==> src/design/pfs_pkg.sv <==
// Constants shared by the port function select block.
package pfs_pkg;

    // ------------------------------------------------------------
    // Register map
    // ------------------------------------------------------------
    localparam logic [11:0] OFS_PORT_H  = 12'h000;
    localparam logic [11:0] OFS_PORT_J  = 12'h004;
    localparam logic [11:0] OFS_PORT_K  = 12'h008;
    localparam logic [11:0] OFS_PORT_L  = 12'h00C;
    localparam logic [11:0] OFS_STATUS  = 12'h010;

    localparam int          NUM_PORTS   = 4;
    localparam int          PINS        = 8;
    localparam int          SEL_W       = 16;
    localparam logic [2:0]  IDX_H       = 3'h0;
    localparam logic [2:0]  IDX_J       = 3'h1;
    localparam logic [2:0]  IDX_K       = 3'h2;
    localparam logic [2:0]  IDX_L       = 3'h3;
    localparam logic [2:0]  IDX_STATUS  = 3'h4;
    localparam logic [2:0]  IDX_NONE    = 3'h7;

    // ------------------------------------------------------------
    // Reset values
    // ------------------------------------------------------------
    localparam logic [15:0] PH_RST_HI   = 16'hAAAA;
    localparam logic [15:0] PH_RST_LO   = 16'h8AAA;
    localparam logic [15:0] PJ_RST      = 16'h0000;
    localparam logic [15:0] PK_RST      = 16'h0000;
    localparam logic [15:0] PL_RST      = 16'h0000;

    // ------------------------------------------------------------
    // Field codes
    // ------------------------------------------------------------
    localparam logic [1:0]  CODE_ALT    = 2'h0;
    localparam logic [1:0]  CODE_OUT    = 2'h1;
    localparam logic [1:0]  CODE_PU     = 2'h2;
    localparam logic [1:0]  CODE_NOPU   = 2'h3;
    localparam int          STAT_EMU    = 0;

    // ------------------------------------------------------------
    // Per-port legal codes: bit n set means pin n offers the code
    // ------------------------------------------------------------
    localparam logic [7:0]  ALT_MASK_H  = 8'hFF;
    localparam logic [7:0]  ALT_MASK_J  = 8'hCD;
    localparam logic [7:0]  ALT_MASK_K  = 8'hFF;
    localparam logic [7:0]  ALT_MASK_L  = 8'hFF;
    localparam logic [7:0]  OUT_MASK_H  = 8'h80;
    localparam logic [7:0]  OUT_MASK_J  = 8'hFF;
    localparam logic [7:0]  OUT_MASK_K  = 8'hFF;
    localparam logic [7:0]  OUT_MASK_L  = 8'h00;

endpackage : pfs_pkg

==> src/design/pfs_pin_mux.sv <==
// Pin multiplexer for one eight-pin port.
module pfs_pin_mux
    import pfs_pkg::*;
#(
    parameter logic [7:0] ALT_MASK = 8'hFF,
    parameter logic [7:0] OUT_MASK = 8'hFF
)(
    input  wire logic [15:0] selWord,
    input  wire logic [7:0]  portData,
    input  wire logic [7:0]  altOut,
    input  wire logic [7:0]  altOe,
    input  wire logic [7:0]  padIn,
    output logic      [7:0]  padOut,
    output logic      [7:0]  padOe,
    output logic      [7:0]  pullUpEn,
    output logic      [7:0]  portIn,
    output logic      [7:0]  altIn
);

    // ------------------------------------------------------------
    // Per-pin decode
    // ------------------------------------------------------------
    genvar n;
    generate
        for (n = 0; n < 8; n++)
        begin : g_pin
            logic [1:0] code;
            assign code = selWord[2*n+1 -: 2];
            always_comb
            begin
                padOut[n]   = 1'b0;
                padOe[n]    = 1'b0;
                pullUpEn[n] = 1'b0;
                case (code)
                    CODE_ALT:
                    begin
                        if (ALT_MASK[n])
                        begin
                            padOut[n] = altOut[n];
                            padOe[n]  = altOe[n];
                        end
                    end
                    CODE_OUT:
                    begin
                        // Drives from the port data bit. [RULE15]
                        if (OUT_MASK[n])
                        begin
                            padOut[n] = portData[n];
                            padOe[n]  = 1'b1;
                        end
                    end
                    CODE_PU:   pullUpEn[n] = 1'b1; // [RULE15]
                    CODE_NOPU: pullUpEn[n] = 1'b0;
                    default:   pullUpEn[n] = 1'b0;
                endcase
            end
        end
    endgenerate

    assign portIn = padIn;
    assign altIn  = padIn;

endmodule : pfs_pin_mux

==> src/design/pfs_port_function_select.sv <==
// Pin function select registers for ports H, J, K and L with APB access.
//
// Operation
// RULE1: Four 16-bit read/write registers; pin n uses bits 2n+1 and 2n.
// RULE2: Power-on reset loads port H with AAAA if mode pin high, else 8AAA.
// RULE3: Manual reset, standby and sleep leave all four registers unchanged.
// RULE4: Port H pin 7: alternate, output, input pull-up, input no pull-up.
// RULE5: Port H pin 6: no output; resets to 00 or 10 by mode pin.
// RULE6: Port H pins 0 to 5: alternate, reserved, pull-up input, plain input.
// RULE7: Power-on reset clears the port J register.
// RULE8: Port J: code 00 alternate on pins 0,2,3,6,7, reserved on 1,4,5.
// RULE9: Power-on reset clears the port K register.
// RULE10: Port K: all pins alternate, output, pull-up input, plain input.
// RULE11: Power-on reset clears the port L register.
// RULE12: Port L: output code reserved on all pins; others as usual.
// RULE13: Software keeps port L at reset value when converter pins are used.
// RULE14: Mode pin is sampled during reset, then serves as port G pin 6.
// RULE15: Output mode drives the data bit; input modes set pull-up by code.
//
// The address map and the APB register port were decided locally.
module pfs_port_function_select
    import pfs_pkg::*;
(
    input  wire logic                  clk_sys,
    input  wire logic                  rst,
    input  wire logic                  manualRst,
    input  wire logic                  standbyReq,
    input  wire logic                  sleepReq,
    input  wire logic                  emulationModePin,
    output logic                       gportPin6In,
    input  wire logic                  psel,
    input  wire logic                  penable,
    input  wire logic                  pwrite,
    input  wire logic [11:0]           paddr,
    input  wire logic [31:0]           pwdata,
    input  wire logic [3:0]            pstrb,
    output logic      [31:0]           prdata,
    output logic                       pready,
    output logic                       pslverr,
    input  wire logic [3:0][7:0]       portData,
    input  wire logic [3:0][7:0]       altOut,
    input  wire logic [3:0][7:0]       altOe,
    input  wire logic [3:0][7:0]       padIn,
    output logic      [3:0][7:0]       padOut,
    output logic      [3:0][7:0]       padOe,
    output logic      [3:0][7:0]       pullUpEn,
    output logic      [3:0][7:0]       portIn,
    output logic      [3:0][7:0]       altIn
);
    import pfs_pkg::*;

    // ------------------------------------------------------------
    // Address decode
    // ------------------------------------------------------------
    function automatic logic [2:0] decodeIdx(input logic [11:0] addr);
        case (addr)
            OFS_PORT_H: decodeIdx = IDX_H;
            OFS_PORT_J: decodeIdx = IDX_J;
            OFS_PORT_K: decodeIdx = IDX_K;
            OFS_PORT_L: decodeIdx = IDX_L;
            OFS_STATUS: decodeIdx = IDX_STATUS;
            default:    decodeIdx = IDX_NONE;
        endcase
    endfunction : decodeIdx

    logic [3:0][15:0] selReg_ff;
    logic             initPending_ff;
    logic             emuSample_ff;
    logic [31:0]      prdata_ff;
    logic [2:0]       accIdx;
    logic             setupPhase;
    logic             accessDone;
    logic             wrDone;
    logic [15:0]      nxt_sel;

    assign accIdx     = decodeIdx(paddr);
    assign setupPhase = psel && !penable;
    assign accessDone = psel && penable && pready;
    assign wrDone     = accessDone && pwrite && (accIdx < IDX_STATUS);

    // ------------------------------------------------------------
    // Mode pin capture and port G pin 6 hand-over
    // ------------------------------------------------------------
    always_ff @(posedge clk_sys)
    begin
        if (rst)
        begin
            emuSample_ff <= emulationModePin; // [RULE14]
        end
    end

    assign gportPin6In = rst ? 1'b0 : emulationModePin; // [RULE14]

    always_ff @(posedge clk_sys or posedge rst)
    begin
        if (rst)
        begin
            initPending_ff <= 1'b1;
        end
        else
        begin
            initPending_ff <= 1'b0;
        end
    end

    // ------------------------------------------------------------
    // Function select registers
    // ------------------------------------------------------------
    always_comb
    begin
        nxt_sel = selReg_ff[accIdx[1:0]];
        if (pstrb[0])
        begin
            nxt_sel[7:0] = pwdata[7:0];
        end
        if (pstrb[1])
        begin
            nxt_sel[15:8] = pwdata[15:8];
        end
    end

    always_ff @(posedge clk_sys or posedge rst)
    begin
        if (rst)
        begin
            selReg_ff[IDX_H[1:0]] <= PH_RST_HI;
            selReg_ff[IDX_J[1:0]] <= PJ_RST; // [RULE7]
            selReg_ff[IDX_K[1:0]] <= PK_RST; // [RULE9]
            selReg_ff[IDX_L[1:0]] <= PL_RST; // [RULE11]
        end
        else if (initPending_ff)
        begin
            // Port H value follows the level caught during reset.
            selReg_ff[IDX_H[1:0]] <= emuSample_ff ? PH_RST_HI
                                                  : PH_RST_LO; // [RULE2]
        end
        else if (wrDone)
        begin
            // Manual reset, standby and sleep have no path here. [RULE3]
            selReg_ff[accIdx[1:0]] <= nxt_sel; // [RULE1]
        end
    end

    // ------------------------------------------------------------
    // APB read data and answer
    // ------------------------------------------------------------
    always_ff @(posedge clk_sys or posedge rst)
    begin
        if (rst)
        begin
            prdata_ff <= 32'h0000_0000;
        end
        else if (setupPhase)
        begin
            case (accIdx)
                IDX_H, IDX_J, IDX_K, IDX_L:
                    prdata_ff <= {16'h0000, selReg_ff[accIdx[1:0]]};
                IDX_STATUS:
                    prdata_ff <= {31'h0000_0000, emuSample_ff};
                default:
                    prdata_ff <= 32'h0000_0000;
            endcase
        end
    end

    assign prdata  = prdata_ff;
    assign pready  = !initPending_ff;
    assign pslverr = psel && penable && (accIdx == IDX_NONE ||
                     (pwrite && accIdx == IDX_STATUS));

    // ------------------------------------------------------------
    // Pin multiplexers
    // ------------------------------------------------------------
    localparam logic [3:0][7:0] ALT_MASKS = {ALT_MASK_L, ALT_MASK_K,
                                             ALT_MASK_J, ALT_MASK_H};
    localparam logic [3:0][7:0] OUT_MASKS = {OUT_MASK_L, OUT_MASK_K,
                                             OUT_MASK_J, OUT_MASK_H};

    genvar p;
    generate
        for (p = 0; p < NUM_PORTS; p++)
        begin : g_port
            // Per-port code legality. [RULE4] [RULE5] [RULE6] [RULE8]
            // Alternate and output codes per mask. [RULE10] [RULE12]
            pfs_pin_mux #(
                .ALT_MASK (ALT_MASKS[p]),
                .OUT_MASK (OUT_MASKS[p])
            ) u_mux (
                .selWord  (selReg_ff[p]),
                .portData (portData[p]),
                .altOut   (altOut[p]),
                .altOe    (altOe[p]),
                .padIn    (padIn[p]),
                .padOut   (padOut[p]),
                .padOe    (padOe[p]),
                .pullUpEn (pullUpEn[p]),
                .portIn   (portIn[p]),
                .altIn    (altIn[p])
            );
        end
    endgenerate
endmodule : pfs_port_function_select

==> config.mk <==
export PLATFORM = sky130hd
export DESIGN_NAME = pfs_port_function_select
export DESIGN_NICKNAME = d
export VERILOG_FILES = /design/src/design/pfs_pkg.sv /design/src/design/pfs_pin_mux.sv /design/src/design/pfs_port_function_select.sv
export SDC_FILE = /design/constraint.sdc
export NUM_CORES = 1
export LEC_CHECK = 0
export CORE_AREA = 2 2 146 148
export DETAILED_ROUTE_END_ITERATION = 10
export DIE_AREA = 0 0 148 150
export DONT_BUFFER_PORTS = 1
export SLEW_MARGIN = 20
export SYNTH_ARGS = -nofsm -noshare
export SYNTH_HDL_FRONTEND = slang
export SYNTH_SLANG_ARGS = --single-unit
==> constraint.sdc <==
create_clock -name clk_sys -period 3.4 [get_ports clk_sys]
set_clock_uncertainty 0.2 [all_clocks]
set_input_delay 0.68 -clock clk_sys [delete_from_list [all_inputs] [get_ports clk_sys]]
set_output_delay 0.68 -clock clk_sys [all_outputs]
set_load 0.03 [all_outputs]
# Word level (Yosys, flattened, before mapping)
# Cells that the tools add are included.
dict set report word_totals {
  ff_bits 98
}
dict set report classes {
  mux 109
  n_eq_ne 58
  n_bitwise 1
  magnitude_cmp 3
  reduce_logical 45
}
# cell count
set ops {}
lappend ops {{1-bit two-way mux} 69}
lappend ops {{64-bit bitwise mux} 1}
lappend ops {{2-bit equality test (second input constant)} 32}
lappend ops {{16-bit two-way mux} 4}
lappend ops {{2-bit zero test} 29}
lappend ops {{1-bit case mux with 2 select lines} 28}
lappend ops {{2-bit by 1-bit equality test with 1-bit output (second input constant)} 17}
lappend ops {{16-bit binary-select mux with 2-bit select} 1}
lappend ops {{16-bit demux with 2-bit select} 1}
lappend ops {{16-bit case mux with 2 select lines} 1}
lappend ops {{12-bit by 4-bit equality test with 1-bit output (second input constant)} 2}
lappend ops {{8-bit two-way mux} 2}
lappend ops {{3-bit case mux with 5 select lines} 1}
lappend ops {{14-bit two-way mux} 1}
lappend ops {{12-bit by 3-bit equality test with 1-bit output (second input constant)} 1}
lappend ops {{12-bit by 5-bit equality test with 1-bit output (second input constant)} 1}
lappend ops {{12-bit zero test} 1}
lappend ops {{1-bit logical AND} 8}
lappend ops {{3-bit by 2-bit equality test with 1-bit output (second input constant)} 2}
lappend ops {{3-bit equality test (second input constant)} 2}
lappend ops {{4-bit OR reduction} 1}
lappend ops {{3-bit by 1-bit equality test with 1-bit output (second input constant)} 1}
lappend ops {{3-bit zero test} 1}
lappend ops {{2-bit by 3-bit less-than comparator with 1-bit output (second input constant)} 1}
lappend ops {{other kinds (7)} 8}

# Logic depth before layout (Yosys ltp)
# Gate-level depths: netlist of the first run.
dict set report depth {
  ltp_word 9
  ltp_mapped 8
  depth_no_buf 5
}

# Hierarchy
# Synthesis of the first run repeated with hierarchy kept, for this count alone.
dict set report hier_totals {
  hier_cells 664
  hier_area_um2 5577.8
}
# mod area_each_um2 cells_per_inst n_inst
set modules_own_cells {}
lappend modules_own_cells {pfs_port_function_select 4275.4 476 1}
lappend modules_own_cells {{pfs_pin_mux (g_port[2].u_mux)} 360.3 56 1}
lappend modules_own_cells {{pfs_pin_mux (g_port[1].u_mux)} 352.8 50 1}
lappend modules_own_cells {{pfs_pin_mux (g_port[0].u_mux)} 299.0 42 1}
lappend modules_own_cells {{pfs_pin_mux (g_port[3].u_mux)} 290.3 40 1}

# Worst setup path after synthesis of the first run
# Ideal clock, no wire load.
dict set report synth_timing {
  path_kind {in2out}
  from {in paddr[4]}
  to {out pslverr}
  path_buffers 2
  path_stages 4
  setup_slack_ps 601
  required_time_ps 2520
  arrival_ps 1919
  cell_sequence {clkbuf_1 -> clkbuf_1 -> o21ai_0 -> a41oi_1}
}
dict set report synth_between {
  elab_chain_cells 6
  elab_cells_between_ends 11
  classes_between {eq/ne (6); mux (1); reduce/logical (4)}
}
# element line_no
set synth_rtl {}
lappend synth_rtl {{start, declared} pfs_port_function_select.sv:34} ;# input wire logic [11:0] paddr,
lappend synth_rtl {{12-bit by 5-bit equality test with 1-bit output (tied with other cells)} pfs_port_function_select.sv:56} ;# case (addr)
lappend synth_rtl {{3-bit case mux with 5 select lines (*)} pfs_port_function_select.sv:56}
lappend synth_rtl {{3-bit equality test} pfs_port_function_select.sv:169} ;# (pwrite && accIdx == IDX_STATUS));
lappend synth_rtl {{1-bit logical AND} pfs_port_function_select.sv:169}
lappend synth_rtl {{1-bit logical OR (*)} pfs_port_function_select.sv:168} ;# assign pslverr = psel && penable && (accIdx == IDX_NONE ||
lappend synth_rtl {{1-bit logical AND (*)} pfs_port_function_select.sv:168}
lappend synth_rtl {{end, declared} pfs_port_function_select.sv:39} ;# output logic pslverr,
# Mark *: on every way between the ends. The rest lies on a longest branch, timed or not.

==> results of run 1 <==
## registers in the layout, summed over array words and instances, names as in the netlist
register and count:
initPending_ff 1, prdata 16, emuSample_ff 1, selReg_ff 64
## cells by family after synthesis
logic type / count (synthesis) / share of synthesized area (%)
and+or+nand+nor: 221 / 22.6
muxes: 16 / 3.09
DFF: 82 / 39.9
other: 1 / 0.0723
AOI/OAI and AO/OA: 154 / 19.5
buffers and inverters: 122 / 14.7
adders and majority gates: 1 / 0.193
## layer usage
metal | part of all wire [%] | track usage, % | up-vias
li1 | - | - | 1933
met1 | 42 | 19.1 | 2014
met2 | 46 | 22.8 | 187
met3 | 9.5 | 5.15 | 30
met4 | 2.1 | 6.10 | 0
met5 | 0 | 0 | -
## cells in the mapped netlist, types with 12 or more instances
library cell / count / area, um2
nor2b_1: 36 / 225
o21ai_0: 54 / 270
buf_4: 80 / 601
o22ai_1: 19 / 119
nor3b_1: 31 / 233
dfrtp_1: 72 / 1800
a31oi_1: 13 / 81.3
o31ai_1: 14 / 105
o22a_1: 12 / 105
nand2_1: 50 / 188
mux2i_1: 16 / 160
clkbuf_1: 22 / 82.6
inv_1: 14 / 52.6
nor2_1: 62 / 233
## cell type report
| type | instances | area [um2] |
|---|---|---|
| clock inverter | 2 | 60.1 |
| tap | 275 | 344 |
| fill | 2239 | 15200 |
| clock buffer | 14 | 264 |
| multi-input combinational | 409 | 2420 |
| timing repair buffer | 40 | 313 |
| inverter | 15 | 57.6 |
| sequential | 82 | 2070 |
## report_power, final
part | switching [W] | internal, W
registers | 0.00000463 | 0.000983
logic | 0.000183 | 0.0000659
clock network | 0.000380 | 0.000685
total | 0.000567 | 0.00173
## worst register-to-register path, stage by stage (launching register included)
cell     delay [ns]
dfstp_2        0.37
and4b_1        0.26
nand4_1        0.17
buf_4          0.23
nor4_2         0.35
buf_4          0.26
a21oi_1        0.06
a31oi_1        0.17
## cells in the final DEF, fill, tap and decap left out, types with 2 or more instances in the layout
| cell | instances |
|---|---|
| buf_4 | 39 |
| a31oi_1 | 13 |
| nor4_2 | 3 |
| nor2b_1 | 36 |
| inv_1 | 13 |
| nand2_1 | 50 |
| o22ai_1 | 19 |
| dfstp_2 | 9 |
| a22o_1 | 11 |
| and2_1 | 4 |
| o21a_1 | 3 |
| nand3_1 | 7 |
| o21ai_0 | 54 |
| nand2b_1 | 8 |
| clkbuf_16 | 9 |
| a21oi_1 | 9 |
| or3_1 | 2 |
| a2bb2oi_1 | 11 |
| clkbuf_8 | 2 |
| bufinv_16 | 2 |
| a211o_1 | 3 |
| or4_4 | 2 |
| nor3_1 | 6 |
| nand4_1 | 2 |
| nor3b_1 | 31 |
| nor4bb_1 | 2 |
| nor2_1 | 62 |
| o22a_1 | 12 |
| clkbuf_1 | 3 |
| conb_1 | 17 |
| o31ai_1 | 14 |
| mux2i_1 | 16 |
| dfrtp_1 | 72 |
| or2_2 | 3 |
## worst max-delay path by stage
stage                        from       endpoint  slack [ns]
floorplan                     rst      prdata[0]        0.45
global placement         paddr[9]  selReg_ff[61]        0.60
detailed placement       paddr[9]  selReg_ff[61]        0.58
CTS                 selReg_ff[24]     padOut[12]        0.76
global route        selReg_ff[24]     padOut[12]        0.71
finish              selReg_ff[24]     padOut[12]        0.78
## stage by stage
stage                     hold slack [ns]  util [%]  std cells  worst slack, ns
after detailed placement            0.331      25.2        821            0.583
after floorplan                     0.287         -        613            0.455
after global routing                0.161      26.7        837            0.712
after CTS                           0.134      26.7        837            0.763
final                               0.120      26.7        837            0.779
after global placement              0.306      25.2        821            0.603
==> metrics.md, run 1 <==
| Metric | Value |
|---|---|
| Max IR drop VDD | `223 uV` |
| Routed WL | `16.9 mm` |
| FF-to-FF setup slack | `1.26 ns` |
| Vias/cell | `4.97` |
| Remaining DRCs | `0` |
| # Post-CTS Setup Buffers | `0` |
| Input/output buffers | `0` |
| Post-cts resize count | `0` |
| Sequential area share after synthesis | `39.9%` |
| Area growth from synthesis to final layout | `6.58%` |
| Total chip power | `0.00230 W` |
| Worst Path Arrival | `1.74 ns` |
| Die height | `150 um` |
| Post-route setup TNS | `0 ns` |
| Starting Density | `25.1%` |
| H-tree Lvls | `3` |
| GPL Wtd Cong | `0.792` |
| Worst-path clk slew | `0.06 ns` |
| Setup-failing EPs final | `0` |
| DIE AREA | `22,200 um2` |
| Capture point of the worst reg-to-reg path | `selReg_ff[6]` |
| Initial antenna violation count | `0` |
| CTS tree | `built` |
| Min Tclk post-route | `2.62 ns` |
| Warnings, synthesis | `0` |
| F_max | `382 MHz` |
| CP max-delay cell | `nor2b_1` |
| Routed via count | `4,164` |
| Buffer depth of the longest clock path | `2` |
| Crit Path Class | `register to output pin` |
| Quantity of hold-fixing buffers added after cts | `0` |
| Core area | `20,700 um2` |
| Leak | `2.32 nW` |
| Global-route wire length before repair | `24.6 mm` |
| Share of cells above drive strength 1 | `13.0%` |
| Final period util | `77.1%` |
| Min-delay worst type | `primary input to async pin` |
| Post-DP HPWL | `12.8 mm` |
| CTS Root Cell | `clkbuf_16` |
| Vias in the first global route | `3,942` |
| Critical path, cell by cell | `nor2b_1, and2_1` |
| Unrepaired setup endpoints after global routing | `false` |
| Final hold viol count | `0` |
| Routed Antenna Nets | `0` |
| Placed Area | `5210 um2` |
| Async S/R FF share, synth | `98.8%` |
| Max-cap violation count | `0` |
| Critical path buffer and inverter count | `0` |
| Die width | `148 um` |
| Delay-heaviest family, CP | `simple AND/OR/NAND/NOR gates` |
| Max-slew violation count | `0` |
| Clock sinks | `82` |
| R2r startpoint | `initPending_ff` |
| Global route overflow | `0` |
| Initial DRC Count | `395` |
| Largest net degree at the start of global routing | `82` |
| Number of flops mapped to enable cells by yosys | `1` |
| Slew @ Worst Pin | `0.958 ns` |
| P per Cell Area | `416 nW/um2` |
| Slew HR | `36.1%` |
| Syn_area_per_cell | `8.69 um2` |
| Startpoint types | `register` |
| Crit end category | `output pin` |
| Routed WL per cell | `20.2 um` |
| I/O Pins | `380` |
| Status | `completed` |
| Worst-skew pair later-pin latency | `0.34 ns` |
| Distinct cell type count of the synthesized netlist | `45` |
| Fin nets | `742` |
| Row count | `53` |
| Crit path depth | `2` |
| Tot GR Track Use | `14.8%` |
| #FFs+latches synth | `82` |
| Top_reg_cell synth | `dfrtp_1` |
| Synthesized instance count | `597` |
| CTS Buf Count | `9` |
| Synthesized area | `5190 um2` |
| Final instance area | `5530 um2` |
| Peak fanout along the critical path | `4` |
| Max incr delay on CP | `0.57 ns` |
| Ant diodes | `0` |
| DRT Pass-1 Iters | `4` |
| CP required | `2.52 ns` |
| R2R cell count | `7` |
No activity file was read; power rests on OpenSTA's default activity.
==> inputs of run 2 (changes only) <==
==> constraint.sdc (replaced) <==
create_clock -name clk_sys -period 2.4 [get_ports clk_sys]
set_clock_uncertainty 0.2 [all_clocks]
set_input_delay 0.48 -clock clk_sys [delete_from_list [all_inputs] [get_ports clk_sys]]
set_output_delay 0.48 -clock clk_sys [all_outputs]
set_load 0.03 [all_outputs]
==> metrics.md, run 2 (synthesis gave the netlist of run 1 again) <==
| Metric | Value |
|---|---|
| CTS tree | `built` |
| Slew HR | `55.3%` |
| Final instance area | `5640 um2` |
| Max reg flops | `64` |
| Max IR drop VDD | `313 uV` |
| Area of the multi-input gates | `2420 um2` |
| Area growth from synthesis to final layout | `8.61%` |
| Final cell count without fillers | `857` |
| Routed via count | `4,240` |
| Slew @ Worst Pin | `0.669 ns` |
| Worst-path clk slew | `0.06 ns` |
| DIE AREA | `22,200 um2` |
| Pre-CTS setup slack | `0.0274 ns` |
| Unrepaired setup endpoints after global routing | `false` |
| Starting Density | `25.1%` |
| Largest net degree at the start of global routing | `34` |
| H-tree Lvls | `3` |
| P per Cell Area | `545 nW/um2` |
| Die width | `148 um` |
| Core area | `20,700 um2` |
| Worst Path Arrival | `1.47 ns` |
| Status | `completed` |
| CTS Buf Count | `9` |
| Max-slew violation count | `0` |
| Ant diodes | `0` |
| Setup-failing EPs final | `0` |
| Routed Antenna Nets | `0` |
| Max-cap violation count | `0` |
| Quantity of hold-fixing buffers added after cts | `1` |
| Vias in the first global route | `3,920` |
| GPL Wtd Cong | `0.841` |
| DRT Pass-1 Iters | `4` |
| Routed WL | `16.9 mm` |
| Final period util | `89.4%` |
| Global route overflow | `0` |
| Post-DP HPWL | `13.1 mm` |
| CP required | `1.72 ns` |
| Final hold viol count | `0` |
| Peak fanout along the critical path | `22` |
| Initial antenna violation count | `0` |
| Post-cts resize count | `0` |
| Row count | `53` |
| Vias/cell | `4.95` |
| Clock sinks | `82` |
| Min Tclk post-route | `2.15 ns` |
| Global-route wire length before repair | `24.6 mm` |
| Routed WL per cell | `19.7 um` |
| Initial DRC Count | `263` |
| Hold WS | `0.0353 ns` |
| Tot GR Track Use | `14.7%` |
| Die height | `150 um` |
| Placed Area | `5350 um2` |
| I/O Pins | `380` |
| Share of cells above drive strength 1 | `16.0%` |
| Leak | `2.39 nW` |
| Startpoint types | `primary input` |
| Post-route setup TNS | `0 ns` |
| DP Cell Count | `840` |
| # Post-CTS Setup Buffers | `0` |
| Remaining DRCs | `0` |
| Commonest cells after routing, fill and taps aside | `72 x dfrtp_1, 62 x nor2_1, 58 x buf_4` |
| Most common cell after layout, fill and taps aside | `dfrtp_1` |
| Worst-skew pair later-pin latency | `0.34 ns` |
| Crit Path Class | `primary input to output pin` |
| Input/output buffers | `0` |
| Final Worst Setup Slack | `0.255 ns` |
| F_max | `466 MHz` |
| Fin nets | `762` |
| CTS Root Cell | `clkbuf_16` |
| Buffer depth of the longest clock path | `2` |
| Crit end category | `output pin` |
| Seq. cell area | `2070 um2` |
| Min-delay worst type | `primary input to register` |
| # fillers | `2,258` |
run 2: changes by cell type in the layout (fill, tap and decap cells not counted):
cell / delta
clkinvlp_4: +4
buf_4: +19
clkbuf_1: -1
dlygate4sd3_1: +1
clkbuf_8: -1
bufinv_16: -2
run 2: through the flow:
stage	utilization, %	power [W]
6_report	27.2	0.00307
5_1_grt	27.2	0.00317
4_1_cts	27.2	0.00309
3_5_place_dp	25.9	0.00179
3_3_place_gp	25.9	0.00179
2_1_floorplan	-	0.00193
run 2: cell type report:
class | instances | area share, %
Multi-Input combinational cell | 409 | 43.0
Sequential cell | 82 | 36.7
Timing Repair Buffer | 60 | 8.26
Tap cell | 275 | 6.11
Clock buffer | 12 | 4.37
Inverter | 15 | 1.07
Clock inverter | 4 | 0.488
run 2: critical path: stages:
cell and delay, ns:
maj3_1 0.42, o21ai_0 0.17, a41oi_1 0.17, buf_4 0.22
run 2: power by group:
group          internal [W]  leakage (nW)  switching (W)
registers           0.00139          1.11     0.00000696
clock network      0.000729         0.125       0.000579
logic              0.000102          1.16       0.000262
run 2: path summary, 6_finish.rpt:
check	startpoint	to	slack, ns	cells after the start
hold / removal	emulationModePin	emuSample_ff	0.04	0
hold reg to reg	selReg_ff[26]	selReg_ff[26]	0.34	2
setup reg to reg	initPending_ff	selReg_ff[33]	0.35	6
min in group asynchronous	rst	prdata[11]	0.51	2
max in group asynchronous	rst	selReg_ff[11]	0.83	3
setup / recovery	paddr[4]	pslverr	0.25	4
run 2: per-layer routing:
metal | up-vias | track usage [%] | part of all wire (%)
met1 | 2030 | 19.6 | 43
met2 | 198 | 21.7 | 44
li1 | 1972 | - | -
met4 | 0 | 6.00 | 3.0
met3 | 40 | 5.21 | 10
met5 | - | 0 | 0
